**config.mk**
```make
export PLATFORM = sky130hd
export DESIGN_NAME = serial_wiper_latch_loader
export DESIGN_NICKNAME = d
export VERILOG_FILES = /design/src/core/serial_wiper_latch_loader.v /design/src/core/input_sync.v /design/src/core/wiper_latch.v
export VERILOG_INCLUDE_DIRS = /design/src /design/src/core
export SDC_FILE = /design/constraint.sdc
export NUM_CORES = 1
export LEC_CHECK = 0
export BUFFER_PORTS_ARGS = -buffer_cell sky130_fd_sc_hd__buf_2
export CAP_MARGIN = 20
export CORE_ASPECT_RATIO = 0.5
export CORE_UTILIZATION = 54
export DETAILED_ROUTE_END_ITERATION = 12
export MAX_ROUTING_LAYER = met4
export PLACE_DENSITY = 0.88
export SYNTH_ARGS = -nofsm -noshare
export SYNTH_HDL_FRONTEND = slang
export SYNTH_SLANG_ARGS = --single-unit
```
**constraint.sdc**
```tcl
create_clock -name REF_CLK_I -period 2.5 [get_ports REF_CLK_I]
set_input_delay 0.375 -clock REF_CLK_I [delete_from_list [all_inputs] [get_ports REF_CLK_I]]
set_output_delay 0.375 -clock REF_CLK_I [all_outputs]
set_load 0.01 [all_outputs]
```
**src/core/wiper_loader_consts.vh**
```
`ifndef WIPER_LOADER_CONSTS_VH
`define WIPER_LOADER_CONSTS_VH

// Data word and code widths
`define WL_CODE_W 8
`define WL_TAPS 256
// Midscale preset code
`define WL_MIDSCALE 8'h80
// Position of the channel address bit in the dual-channel word
`define WL_ADDR_POS 8
// Word length of the dual-channel variant
`define WL_DUAL_LEN 9
// Chain output delay in shifts
`define WL_CHAIN_DEPTH 8

`endif

```
**src/core/serial_wiper_latch_loader.v**
```verilog
`timescale 1ns/10ps
`include "wiper_loader_consts.vh"

// Summary of operation
// RQ1: Single-channel word is 8 bits, most significant bit first.
// RQ2: Dual-channel word is 9 bits: address bit then eight data bits MSB first.
// RQ3: Dual word holds the address in B8 and the wiper code in B7..B0.
// RQ4: Address 0 picks the first wiper latch, 1 picks the second.
// RQ5: With select low, each rising serial clock shifts one input bit in. The code does not shift while preset is low.
// RQ6: Chain output carries the bit that entered eight shifts earlier.
// RQ7: Select low and clock low leaves the register alone and enables output.
// RQ8: Single-channel variant loads the 8-bit register when select rises.
// RQ9: Dual-channel variant keeps only the last nine bits shifted in.
// RQ10: Select rising loads only the addressed latch with eight data bits.
// RQ11: Master sends one 9-bit word per channel to update both.
// RQ12: Preset low forces all latches to midscale and clears chain output.
// RQ13: Preset rising with select high latches 0x80 into all latches.
// RQ14: Power-down opens A terminals, ties wiper to B, floats chain output.
// RQ15: Power-down keeps latch contents for restoration afterwards.
// RQ16: Power-on presets every latch to midscale.
// RQ17: Each code drives exactly one of 256 tap switches.
// RQ18: Two chained single devices take 16 bits with select held low.
// RQ19: Master should slow the serial clock in a daisy chain.
// RQ20: Channels update individually in any order; each word hits one latch.
// RQ21: Preset held low outranks a select rising edge.
module serial_wiper_latch_loader #(
  parameter DUAL = 1,
  parameter CODE_W = `WL_CODE_W,
  parameter TAPS = `WL_TAPS
) (
  // Clock and reset
  input wire REF_CLK_I,
  input wire SRST_I,
  // Serial link pins
  input wire SCLK_I,
  input wire CS_N_I,
  input wire SERIAL_IN_I,
  // Preset and power-down pins, both active low
  input wire PRESET_MID_N_I,
  input wire POWER_DOWN_N_I,
  // Open-drain daisy-chain pin
  output reg CHAIN_OUT_O,
  output reg CHAIN_OUT_OE_N_O,
  // Latch codes and one-hot tap switches
  output reg [CODE_W-1:0] WIPER0_CODE_O,
  output reg [CODE_W-1:0] WIPER1_CODE_O,
  output reg [TAPS-1:0] WIPER0_TAP_O,
  output reg [TAPS-1:0] WIPER1_TAP_O,
  // Terminal switches for power-down
  output reg A_TERM_OPEN_O,
  output reg WIPER_TO_B_O
);
  // Serial register is long enough for the dual-channel word
  localparam SR_W = `WL_DUAL_LEN;

  // Pin levels after the two-flop synchronisers
  wire sclk_s;
  wire cs_n_s;
  wire sdi_s;
  wire pr_n_s;
  wire pd_n_s;

  // Edge history of the serial clock and the select
  reg sclk_q;
  reg cs_n_q;
  wire sclk_rise;
  wire cs_rise;

  // Serial shift register and daisy-chain latch
  reg [SR_W-1:0] shift_q;
  reg [SR_W-1:0] shift_d;
  reg chain_q;
  reg chain_d;
  reg chain_oe_n_d;

  // Preset, power-down and load control
  wire preset_act;
  wire power_down_act;
  wire shift_en;
  wire addr_bit;
  wire load0;
  wire load1;

  // Latch contents and tap decodes
  wire [CODE_W-1:0] code0;
  wire [CODE_W-1:0] code1;
  wire [TAPS-1:0] tap0;
  wire [TAPS-1:0] tap1;

  // Serial clock pin, idle low
  input_sync #(
    .RESET_VAL(1'h0)
  ) u_sync_sclk (
    .clk_i(REF_CLK_I),
    .rst_i(SRST_I),
    .async_i(SCLK_I),
    .sync_o(sclk_s)
  );

  // Select pin, idle high
  input_sync #(
    .RESET_VAL(1'h1)
  ) u_sync_cs (
    .clk_i(REF_CLK_I),
    .rst_i(SRST_I),
    .async_i(CS_N_I),
    .sync_o(cs_n_s)
  );

  // Serial data pin
  input_sync #(
    .RESET_VAL(1'h0)
  ) u_sync_sdi (
    .clk_i(REF_CLK_I),
    .rst_i(SRST_I),
    .async_i(SERIAL_IN_I),
    .sync_o(sdi_s)
  );

  // Preset pin, idle high
  input_sync #(
    .RESET_VAL(1'h1)
  ) u_sync_pr (
    .clk_i(REF_CLK_I),
    .rst_i(SRST_I),
    .async_i(PRESET_MID_N_I),
    .sync_o(pr_n_s)
  );

  // Power-down pin, idle high
  input_sync #(
    .RESET_VAL(1'h1)
  ) u_sync_pd (
    .clk_i(REF_CLK_I),
    .rst_i(SRST_I),
    .async_i(POWER_DOWN_N_I),
    .sync_o(pd_n_s)
  );

  // Previous serial clock level; resets to the idle low level
  always @(posedge REF_CLK_I) begin
    if (SRST_I) begin
      sclk_q <= 1'h0;
    end else begin
      sclk_q <= sclk_s;
    end
  end

  // Previous select level; resets to the idle high level, so no false load
  always @(posedge REF_CLK_I) begin
    if (SRST_I) begin
      cs_n_q <= 1'h1;
    end else begin
      cs_n_q <= cs_n_s;
    end
  end

  // One-cycle pulses on the rising pin edges
  assign sclk_rise = sclk_s & ~sclk_q;
  assign cs_rise = cs_n_s & ~cs_n_q;
  // A shift happens only inside a frame; a low clock leaves the register alone
  assign shift_en = ~cs_n_s & sclk_rise; // [RQ5] [RQ7]
  // Preset level covers its own rising edge, since the latches then hold 0x80
  assign preset_act = ~pr_n_s;
  // Power-down level; the latches keep their contents meanwhile
  assign power_down_act = ~pd_n_s;

  // Next shift register and chain latch; preset clears the latch and stalls shifting
  always @* begin
    shift_d = shift_q;
    chain_d = chain_q;
    if (preset_act) begin
      chain_d = 1'h0; // [RQ12]
    end else if (shift_en) begin
      shift_d = {shift_q[SR_W-2:0], sdi_s}; // [RQ1] [RQ2] [RQ5] [RQ9]
      chain_d = shift_q[`WL_CHAIN_DEPTH-1]; // [RQ6]
    end
  end

  // Shift register, MSB first; in single mode only the low eight bits matter
  always @(posedge REF_CLK_I) begin
    if (SRST_I) begin
      shift_q <= {SR_W{1'h0}};
    end else begin
      shift_q <= shift_d;
    end
  end

  // Daisy-chain latch holds its bit between shifts
  always @(posedge REF_CLK_I) begin
    if (SRST_I) begin
      chain_q <= 1'h0;
    end else begin
      chain_q <= chain_d;
    end
  end

  // Channel address sits in B8 of the dual word; single mode addresses latch 0 only
  assign addr_bit = (DUAL != 0) ? shift_q[`WL_ADDR_POS] : 1'h0; // [RQ3]
  // Select rising loads exactly the addressed latch; preset blocks the load
  assign load0 = cs_rise & ~preset_act & ~addr_bit; // [RQ4] [RQ8] [RQ10] [RQ21]
  // Latch 1 loads only in the dual-channel variant
  assign load1 = cs_rise & ~preset_act & addr_bit & (DUAL != 0); // [RQ4] [RQ20]

  // Wiper latches, preset to midscale at reset and while preset is low
  wiper_latch #(.CODE_W(CODE_W), .TAPS(TAPS)) u_latch0 (
    .clk_i(REF_CLK_I),
    .rst_i(SRST_I), // [RQ16]
    .preset_i(preset_act), // [RQ12] [RQ13]
    .load_i(load0),
    .code_i(shift_q[CODE_W-1:0]),
    .code_o(code0),
    .tap_o(tap0)
  );

  // Second latch shares the shift register but has its own load strobe
  wiper_latch #(.CODE_W(CODE_W), .TAPS(TAPS)) u_latch1 (
    .clk_i(REF_CLK_I),
    .rst_i(SRST_I),
    .preset_i(preset_act),
    .load_i(load1),
    .code_i(shift_q[CODE_W-1:0]),
    .code_o(code1),
    .tap_o(tap1)
  );

  // Open drain: pull low only for a zero inside a frame, float high in power-down
  always @* begin
    chain_oe_n_d = 1'h1; // Released by default [RQ14]
    if (~power_down_act && ~cs_n_s && ~chain_q) begin
      chain_oe_n_d = 1'h0; // [RQ7]
    end
  end

  // Data value of the open-drain pin is always a zero
  always @(posedge REF_CLK_I) begin
    if (SRST_I) begin
      CHAIN_OUT_O <= 1'h0;
    end else begin
      CHAIN_OUT_O <= 1'h0;
    end
  end

  // Chain pin enable, released at reset
  always @(posedge REF_CLK_I) begin
    if (SRST_I) begin
      CHAIN_OUT_OE_N_O <= 1'h1;
    end else begin
      CHAIN_OUT_OE_N_O <= chain_oe_n_d; // [RQ7] [RQ14]
    end
  end

  // Latch 0 code; power-down only gates the pins and leaves it intact
  always @(posedge REF_CLK_I) begin
    if (SRST_I) begin
      WIPER0_CODE_O <= `WL_MIDSCALE;
    end else begin
      WIPER0_CODE_O <= code0; // [RQ15]
    end
  end

  // Latch 1 code
  always @(posedge REF_CLK_I) begin
    if (SRST_I) begin
      WIPER1_CODE_O <= `WL_MIDSCALE;
    end else begin
      WIPER1_CODE_O <= code1; // [RQ15]
    end
  end

  // Latch 0 tap switches, midscale tap at reset
  always @(posedge REF_CLK_I) begin
    if (SRST_I) begin
      WIPER0_TAP_O <= {{(TAPS-1){1'h0}}, 1'h1} << `WL_MIDSCALE;
    end else begin
      WIPER0_TAP_O <= tap0; // [RQ17]
    end
  end

  // Latch 1 tap switches, midscale tap at reset
  always @(posedge REF_CLK_I) begin
    if (SRST_I) begin
      WIPER1_TAP_O <= {{(TAPS-1){1'h0}}, 1'h1} << `WL_MIDSCALE;
    end else begin
      WIPER1_TAP_O <= tap1; // [RQ17]
    end
  end

  // A terminals open while powered down
  always @(posedge REF_CLK_I) begin
    if (SRST_I) begin
      A_TERM_OPEN_O <= 1'h0;
    end else begin
      A_TERM_OPEN_O <= power_down_act; // [RQ14]
    end
  end

  // Wiper tied to the B terminal while powered down
  always @(posedge REF_CLK_I) begin
    if (SRST_I) begin
      WIPER_TO_B_O <= 1'h0;
    end else begin
      WIPER_TO_B_O <= power_down_act; // [RQ14]
    end
  end
endmodule

```
**src/core/input_sync.v**
```verilog
`timescale 1ns/10ps
`include "wiper_loader_consts.vh"

// Two-stage synchroniser for one asynchronous level
module input_sync #(
  parameter RESET_VAL = 1'b0
) (
  input wire clk_i,
  input wire rst_i,
  input wire async_i,
  output reg sync_o
);
  reg meta_q;

  // First stage feeds only the second stage
  always @(posedge clk_i) begin
    if (rst_i) begin
      meta_q <= RESET_VAL;
      sync_o <= RESET_VAL;
    end else begin
      meta_q <= async_i;
      sync_o <= meta_q;
    end
  end
endmodule

```
**src/core/wiper_latch.v**
```verilog
`timescale 1ns/10ps
`include "wiper_loader_consts.vh"

// One wiper latch with its one-hot tap decoder
module wiper_latch #(
  parameter CODE_W = `WL_CODE_W,
  parameter TAPS = `WL_TAPS
) (
  input wire clk_i,
  input wire rst_i,
  input wire preset_i,
  input wire load_i,
  input wire [CODE_W-1:0] code_i,
  output reg [CODE_W-1:0] code_o,
  output reg [TAPS-1:0] tap_o
);
  wire [CODE_W-1:0] next_code;

  // Preset outranks any load; otherwise hold
  assign next_code = preset_i ? `WL_MIDSCALE : (load_i ? code_i : code_o);

  // Code and tap switch registered together, so exactly one tap is on
  always @(posedge clk_i) begin
    if (rst_i) begin
      code_o <= `WL_MIDSCALE;
      tap_o <= {{(TAPS-1){1'b0}}, 1'b1} << `WL_MIDSCALE;
    end else begin
      code_o <= next_code;
      tap_o <= {{(TAPS-1){1'b0}}, 1'b1} << next_code;
    end
  end
endmodule

```
Yosys cells after proc, flatten, opt, wreduce, memory -nomap -nowiden
Cells that the tools add are included.
{"block": "word_totals", "ff_bits": 1080, "inputBits": 7, "output_inout_bits": 532, "elab_cells": 48}
{"block": "classes", "n_shift": 2, "n_mux": 5, "n_bitwise": 13, "reduce_logical": 4}
{"cell": "left shift 1 x 8 -> 256 bit, first input constant", "n": 2}
{"cell": "two-way mux 8 bit", "n": 4}
{"cell": "NOT 1 bit", "n": 7}
{"cell": "AND 1 bit", "n": 6}
{"cell": "logical AND 1 bit", "n": 2}
{"cell": "AND reduction 2 bit", "n": 1}
{"cell": "OR reduction 2 bit", "n": 1}
{"cell": "two-way mux 1 bit", "n": 1}

Longest topological paths before layout
{"block": "depth", "depth_word": 7, "depth_mapped": 8, "depth_no_buf": 4}

Cells and area by module
Synthesis repeated with hierarchy kept, for this count alone.
{"block": "hier_totals", "cells_unflattened": 2646, "area_unflattened_um2": 29852.4}
{"module": "wiper_latch", "instances": 2, "cells_each": 730, "area_per_inst_um2": 7454.6, "seq_area_each_um2": 5285.1}
{"module": "serial_wiper_latch_loader", "instances": 1, "cells_each": 1166, "area_per_inst_um2": 14680.3, "seq_area_each_um2": 10850.4}
{"module": "input_sync", "instances": 5, "cells_each": 4, "area_per_inst_um2": 52.6, "seq_area_each_um2": 40.0}

Worst setup path before layout
No wires, ideal clock.
{"block": "synth_timing", "kind": "flip-flop to flip-flop", "start": "register u_sync_cs.sync_o", "end": "register u_latch0.tap_o[82]", "setup_time_ps": 133, "arrival_ps": 1650, "t_required_ps": 2367, "setup_slack_ps": 716, "stages_incl_launch_ff": 7, "n_path_buf": 2, "synth_period_minus_slack_ps": 1784, "path_cell_list": "dfxtp_1 -> nor3b_1 -> buf_2 -> mux2_2 -> o21ai_1 -> buf_2 -> nor2_1"}
{"block": "synth_via", "elab_chain_len": 6}
{"element": "start: declaration", "line": "input_sync.v:11", "source": "output reg sync_o"}
{"element": "start signal: assignment", "line": "input_sync.v:22", "source": "sync_o <= meta_q;"}
{"element": "AND 1 bit", "line": "serial_wiper_latch_loader.v:160", "source": "assign cs_rise = cs_n_s & ~cs_n_q;"}
{"element": "AND 1 bit (2 in series)", "line": "serial_wiper_latch_loader.v:201", "source": "assign load0 = cs_rise & ~preset_act & ~addr_bit;"}
{"element": "two-way mux 8 bit (2 in series)", "line": "wiper_latch.v:20", "source": "assign next_code = preset_i ? `WL_MIDSCALE : (load_i ? code_i : code_o);"}
{"element": "left shift 1 x 8 -> 256 bit", "line": "wiper_latch.v:29", "source": "tap_o <= {{(TAPS-1){1'b0}}, 1'b1} << next_code;"}
{"element": "end signal: assignment", "line": "wiper_latch.v:26", "source": "tap_o <= {{(TAPS-1){1'b0}}, 1'b1} << `WL_MIDSCALE;"}
{"element": "end signal: assignment", "line": "wiper_latch.v:29"}
{"element": "end: declaration", "line": "wiper_latch.v:15", "source": "output reg [TAPS-1:0] tap_o"}
No other way between the ends.
A chain may end at the register's enable or synchronous reset.

Worst setup path after layout
{"block": "layout_timing", "start": "register u_sync_pr.sync_o", "end": "register u_latch1.tap_o[72]"}
{"block": "layout_via", "elab_chain_len": 5}
{"element": "start: declaration", "line": "input_sync.v:11"}
{"element": "start signal: assignment", "line": "input_sync.v:22"}
{"element": "AND 1 bit (2 in series)", "line": "serial_wiper_latch_loader.v:203", "source": "assign load1 = cs_rise & ~preset_act & addr_bit & (DUAL != 0);"}
{"element": "two-way mux 8 bit", "line": "wiper_latch.v:20"}
{"element": "two-way mux 8 bit *", "line": "wiper_latch.v:20"}
{"element": "left shift 1 x 8 -> 256 bit *", "line": "wiper_latch.v:29"}
{"element": "end signal: assignment", "line": "wiper_latch.v:26"}
{"element": "end signal: assignment", "line": "wiper_latch.v:29"}
{"element": "end: declaration", "line": "wiper_latch.v:15"}
Mark *: on every way between the ends. The rest lies on a longest branch, timed or not.

==> impl_metrics.json <==
{
  "initial_utilization_pct": 55.29,
  "yosys_register_bits": 1080,
  "ys_seq_area_share_pct": 72.04,
  "ant_nets": 0,
  "skew_ns": 0.01934,
  "syn_area_um2": 30010,
  "drc": 0,
  "die_h_um": 168.7,
  "synth_ff_type": "dfxtp_1",
  "cp.arrival_ns": 2.98,
  "hold_start": "u_latch0.tap_o[128]",
  "antenna_cells": 0,
  "die_w_um": 335.4,
  "via_count": 20193,
  "hold_depth": 1,
  "yosysUniqueCellTypes": 67,
  "min_period_ns": 2.453,
  "clkTransAtPathRegs_ns": 0.07,
  "power.internal_w": 0.02476,
  "worst-setup-path-type": "reg -> reg",
  "p_seq_share_pct": 55.2,
  "grt_max_degree": 121,
  "maxCapViolations": 0,
  "syn_nets": 2649,
  "coreArea_um2": 54280,
  "dr.pass1.iters": 5,
  "crit_required_ns": 3.03,
  "synth_edf_count": 0,
  "cts_root_buf": "clkbuf_16",
  "cts_tree": "built",
  "wl_mm": 80.26,
  "antenna_found_initial": 0,
  "fin_crit_sh_pct": 98.10,
  "cts_max_level": 3,
  "p_per_area_nw_per_um2": 853.8,
  "swShare_pct": 20.51,
  "grt_usage_pct": 28.32,
  "dieArea_um2": 56580,
  "gp_congestion": 0.9280,
  "r2r_cells": 5,
  "min_to": "WIPER0_TAP_O[128]",
  "drt_iter0_drc": 1476,
  "start_kind": "register",
  "grt_pass1_vias": 20489,
  "num_rows": 60,
  "crit_fanout": 20,
  "syn_inst": 2642,
  "p_clk_share_pct": 43.8,
  "port_buffers": 537,
  "synthArstFlopShare_pct": 0,
  "rsz0062_at_grt": "false",
  "yosys_warnings": 0,
  "routedWlPerCell_um": 20.12,
  "setup_viol_count_final": 0,
  "viasPerCell": 5.063,
  "fillerInstances": 3675,
  "final_cell_mix": "dfxtp_1, buf_2, nor2b_1",
  "hold_class": "reg -> reg",
  "worst_pin_slew_ns": 1.110,
  "hold_violations": 0,
  "peakVddDrop_mv": 0.5458,
  "reg2reg_to": "u_latch1.tap_o[72]",
  "grt_pass1_wl_mm": 118.5,
  "crit-reg2reg-launch": "u_sync_pr.sync_o",
  "clk_latency_ns": 0.62,
  "cts_max_path_buffers": 3,
  "fin_nets": 3185,
  "p_comb_share_pct": 0.9,
  "max_freq_mhz": 407.7,
  "critPathCaptureType": "register",
  "slew_headroom_pct": 25.77,
  "gr-total-overflow": 0,
  "cts_made_buffers": 84,
  "outcome": "finished, final reports clean",
  "leakage_nw": 15.48,
  "syn_to_final_growth_pct": 21.57,
  "synth_area_per_cell_um2": 11.36,
  "dp_hpwl_mm": 50.99,
  "fin_tns_setup_ns": 0,
  "p_sw_w": 0.006389,
  "final_common_cell": "dfxtp_1",
  "io_pins": 539,
  "cts.sinks": 1080,
  "reg2reg_setup_slack_ns": 0.05,
  "final_util_pct": 67.22,
  "drv_slew": 0,
  "drive_gt1_share_pct": 25.31
}
-- critical path, stage by stage (launching register included) --
cell and delay, ns:
dfxtp_2 0.58, nand3b_1 0.44, buf_4 0.31, mux2i_4 0.23
nand4_1 0.50, nor2_1 0.30
-- registers in the layout (all words and copies together), names as in the netlist, 8 cells and up --
signal / count
WIPER0_TAP_O: 256
WIPER1_TAP_O: 256
u_latch0.tap_o: 256
u_latch1.tap_o: 256
shift_q: 9
WIPER0_CODE_O: 8
WIPER1_CODE_O: 8
u_latch0.code_o: 8
u_latch1.code_o: 8
-- logic make-up (layout without fill, tap and decap cells) --
logic type | after synthesis | in the layout | synth area share [%]
compound gates | 87 | 87 | 2.076
other cells | 1 | 1 | 0.01250
flops | 1080 | 1080 | 72.04
mux | 25 | 25 | 0.9297
simple gates | 1273 | 1273 | 22.30
buf+inv | 176 | 778 | 2.639
-- power by group through the flow --
stage	logic (W)	clock network [W]	registers [W]
6_report	0.000285	0.0137	0.0172
5_1_grt	0.000304	0.0145	0.0172
4_1_cts	0.000272	0.0138	0.0172
3_5_place_dp	0.000263	0	0.0176
3_3_place_gp	0.000258	0	0.0176
2_1_floorplan	0.000197	0	0.0176
-- synth_stat cells, drive strengths merged (13+ instances only) --
master | instances | area [um2]
mux2i | 15 | 162.7
nor3 | 134 | 685.7
clkbuf | 97 | 364.1
nor2 | 431 | 1620
nand3b | 13 | 97.59
nand2 | 62 | 232.7
nor4 | 16 | 112.6
nor2b | 534 | 3341
buf | 71 | 397.9
nand3 | 13 | 70.07
nand4 | 15 | 106.4
dfxtp | 1080 | 21620
or2 | 13 | 81.33
o21ai | 26 | 152.7
a21oi | 27 | 150.1
-- cell type report --
type,count,area (um2),area share [%]
well taps,744,930.9,2.551
repair buffers,618,3403,9.328
clock buffers,114,2387,6.543
clock inverters,38,431.7,1.183
flip-flops and latches,1080,21620,59.26
multi-input cells,1386,7681,21.05
inverters,8,30.03,0.08230
-- metrics by stage --
stage          setup WS, ns  hold slack, ns  std cells  power, W  area [um2]
4_1_cts              0.1091          0.4141       3986   0.03123       36430
5_1_grt            0.001402          0.4184       3988   0.03199       36490
2_1_floorplan        0.7165          0.3788       2642   0.01780       30010
3_5_place_dp         0.1214          0.3985       3828   0.01787       33550
3_3_place_gp         0.2075          0.3960       3828   0.01787       33550
6_report            0.04743          0.4118       3988   0.03115       36490
-- what timing repair did --
item,CTS,global route
resized for setup,0,2
buffers inserted,0,0
hold buffers,6,0
endpoints found under the hold margin,9,0
endpoints found under the setup margin,0,2
-- worst max-delay path by stage --
stage / start / end / slack (ns) / depth (start not counted)
2_1_floorplan: u_sync_cs.sync_o / u_latch0.tap_o[82] / 0.72 / 6
3_3_place_gp: u_sync_pr.sync_o / u_latch1.tap_o[17] / 0.21 / 6
3_5_place_dp: u_sync_pr.sync_o / u_latch1.tap_o[72] / 0.12 / 5
4_1_cts: u_sync_pr.sync_o / u_latch1.tap_o[17] / 0.11 / 6
5_1_grt: u_sync_pr.sync_o / u_latch1.tap_o[72] / 0.001 / 5
6_report: u_sync_pr.sync_o / u_latch1.tap_o[72] / 0.05 / 5
-- layer usage --
| layer | up-vias | wire length, um | share of wire, % | track usage, % |
|---|---|---|---|---|
| met2 | 768 | 40800 | 51 | 48.71 |
| met4 | 0 | 5240 | 6.5 | 17.77 |
| met1 | 9761 | 30090 | 37 | 30.87 |
| met3 | 274 | 4132 | 5.1 | 4.525 |
| li1 | 9390 | - | - | - |
| met5 | - | 0 | 0 | - |
(Power assumes the default switching activity.)
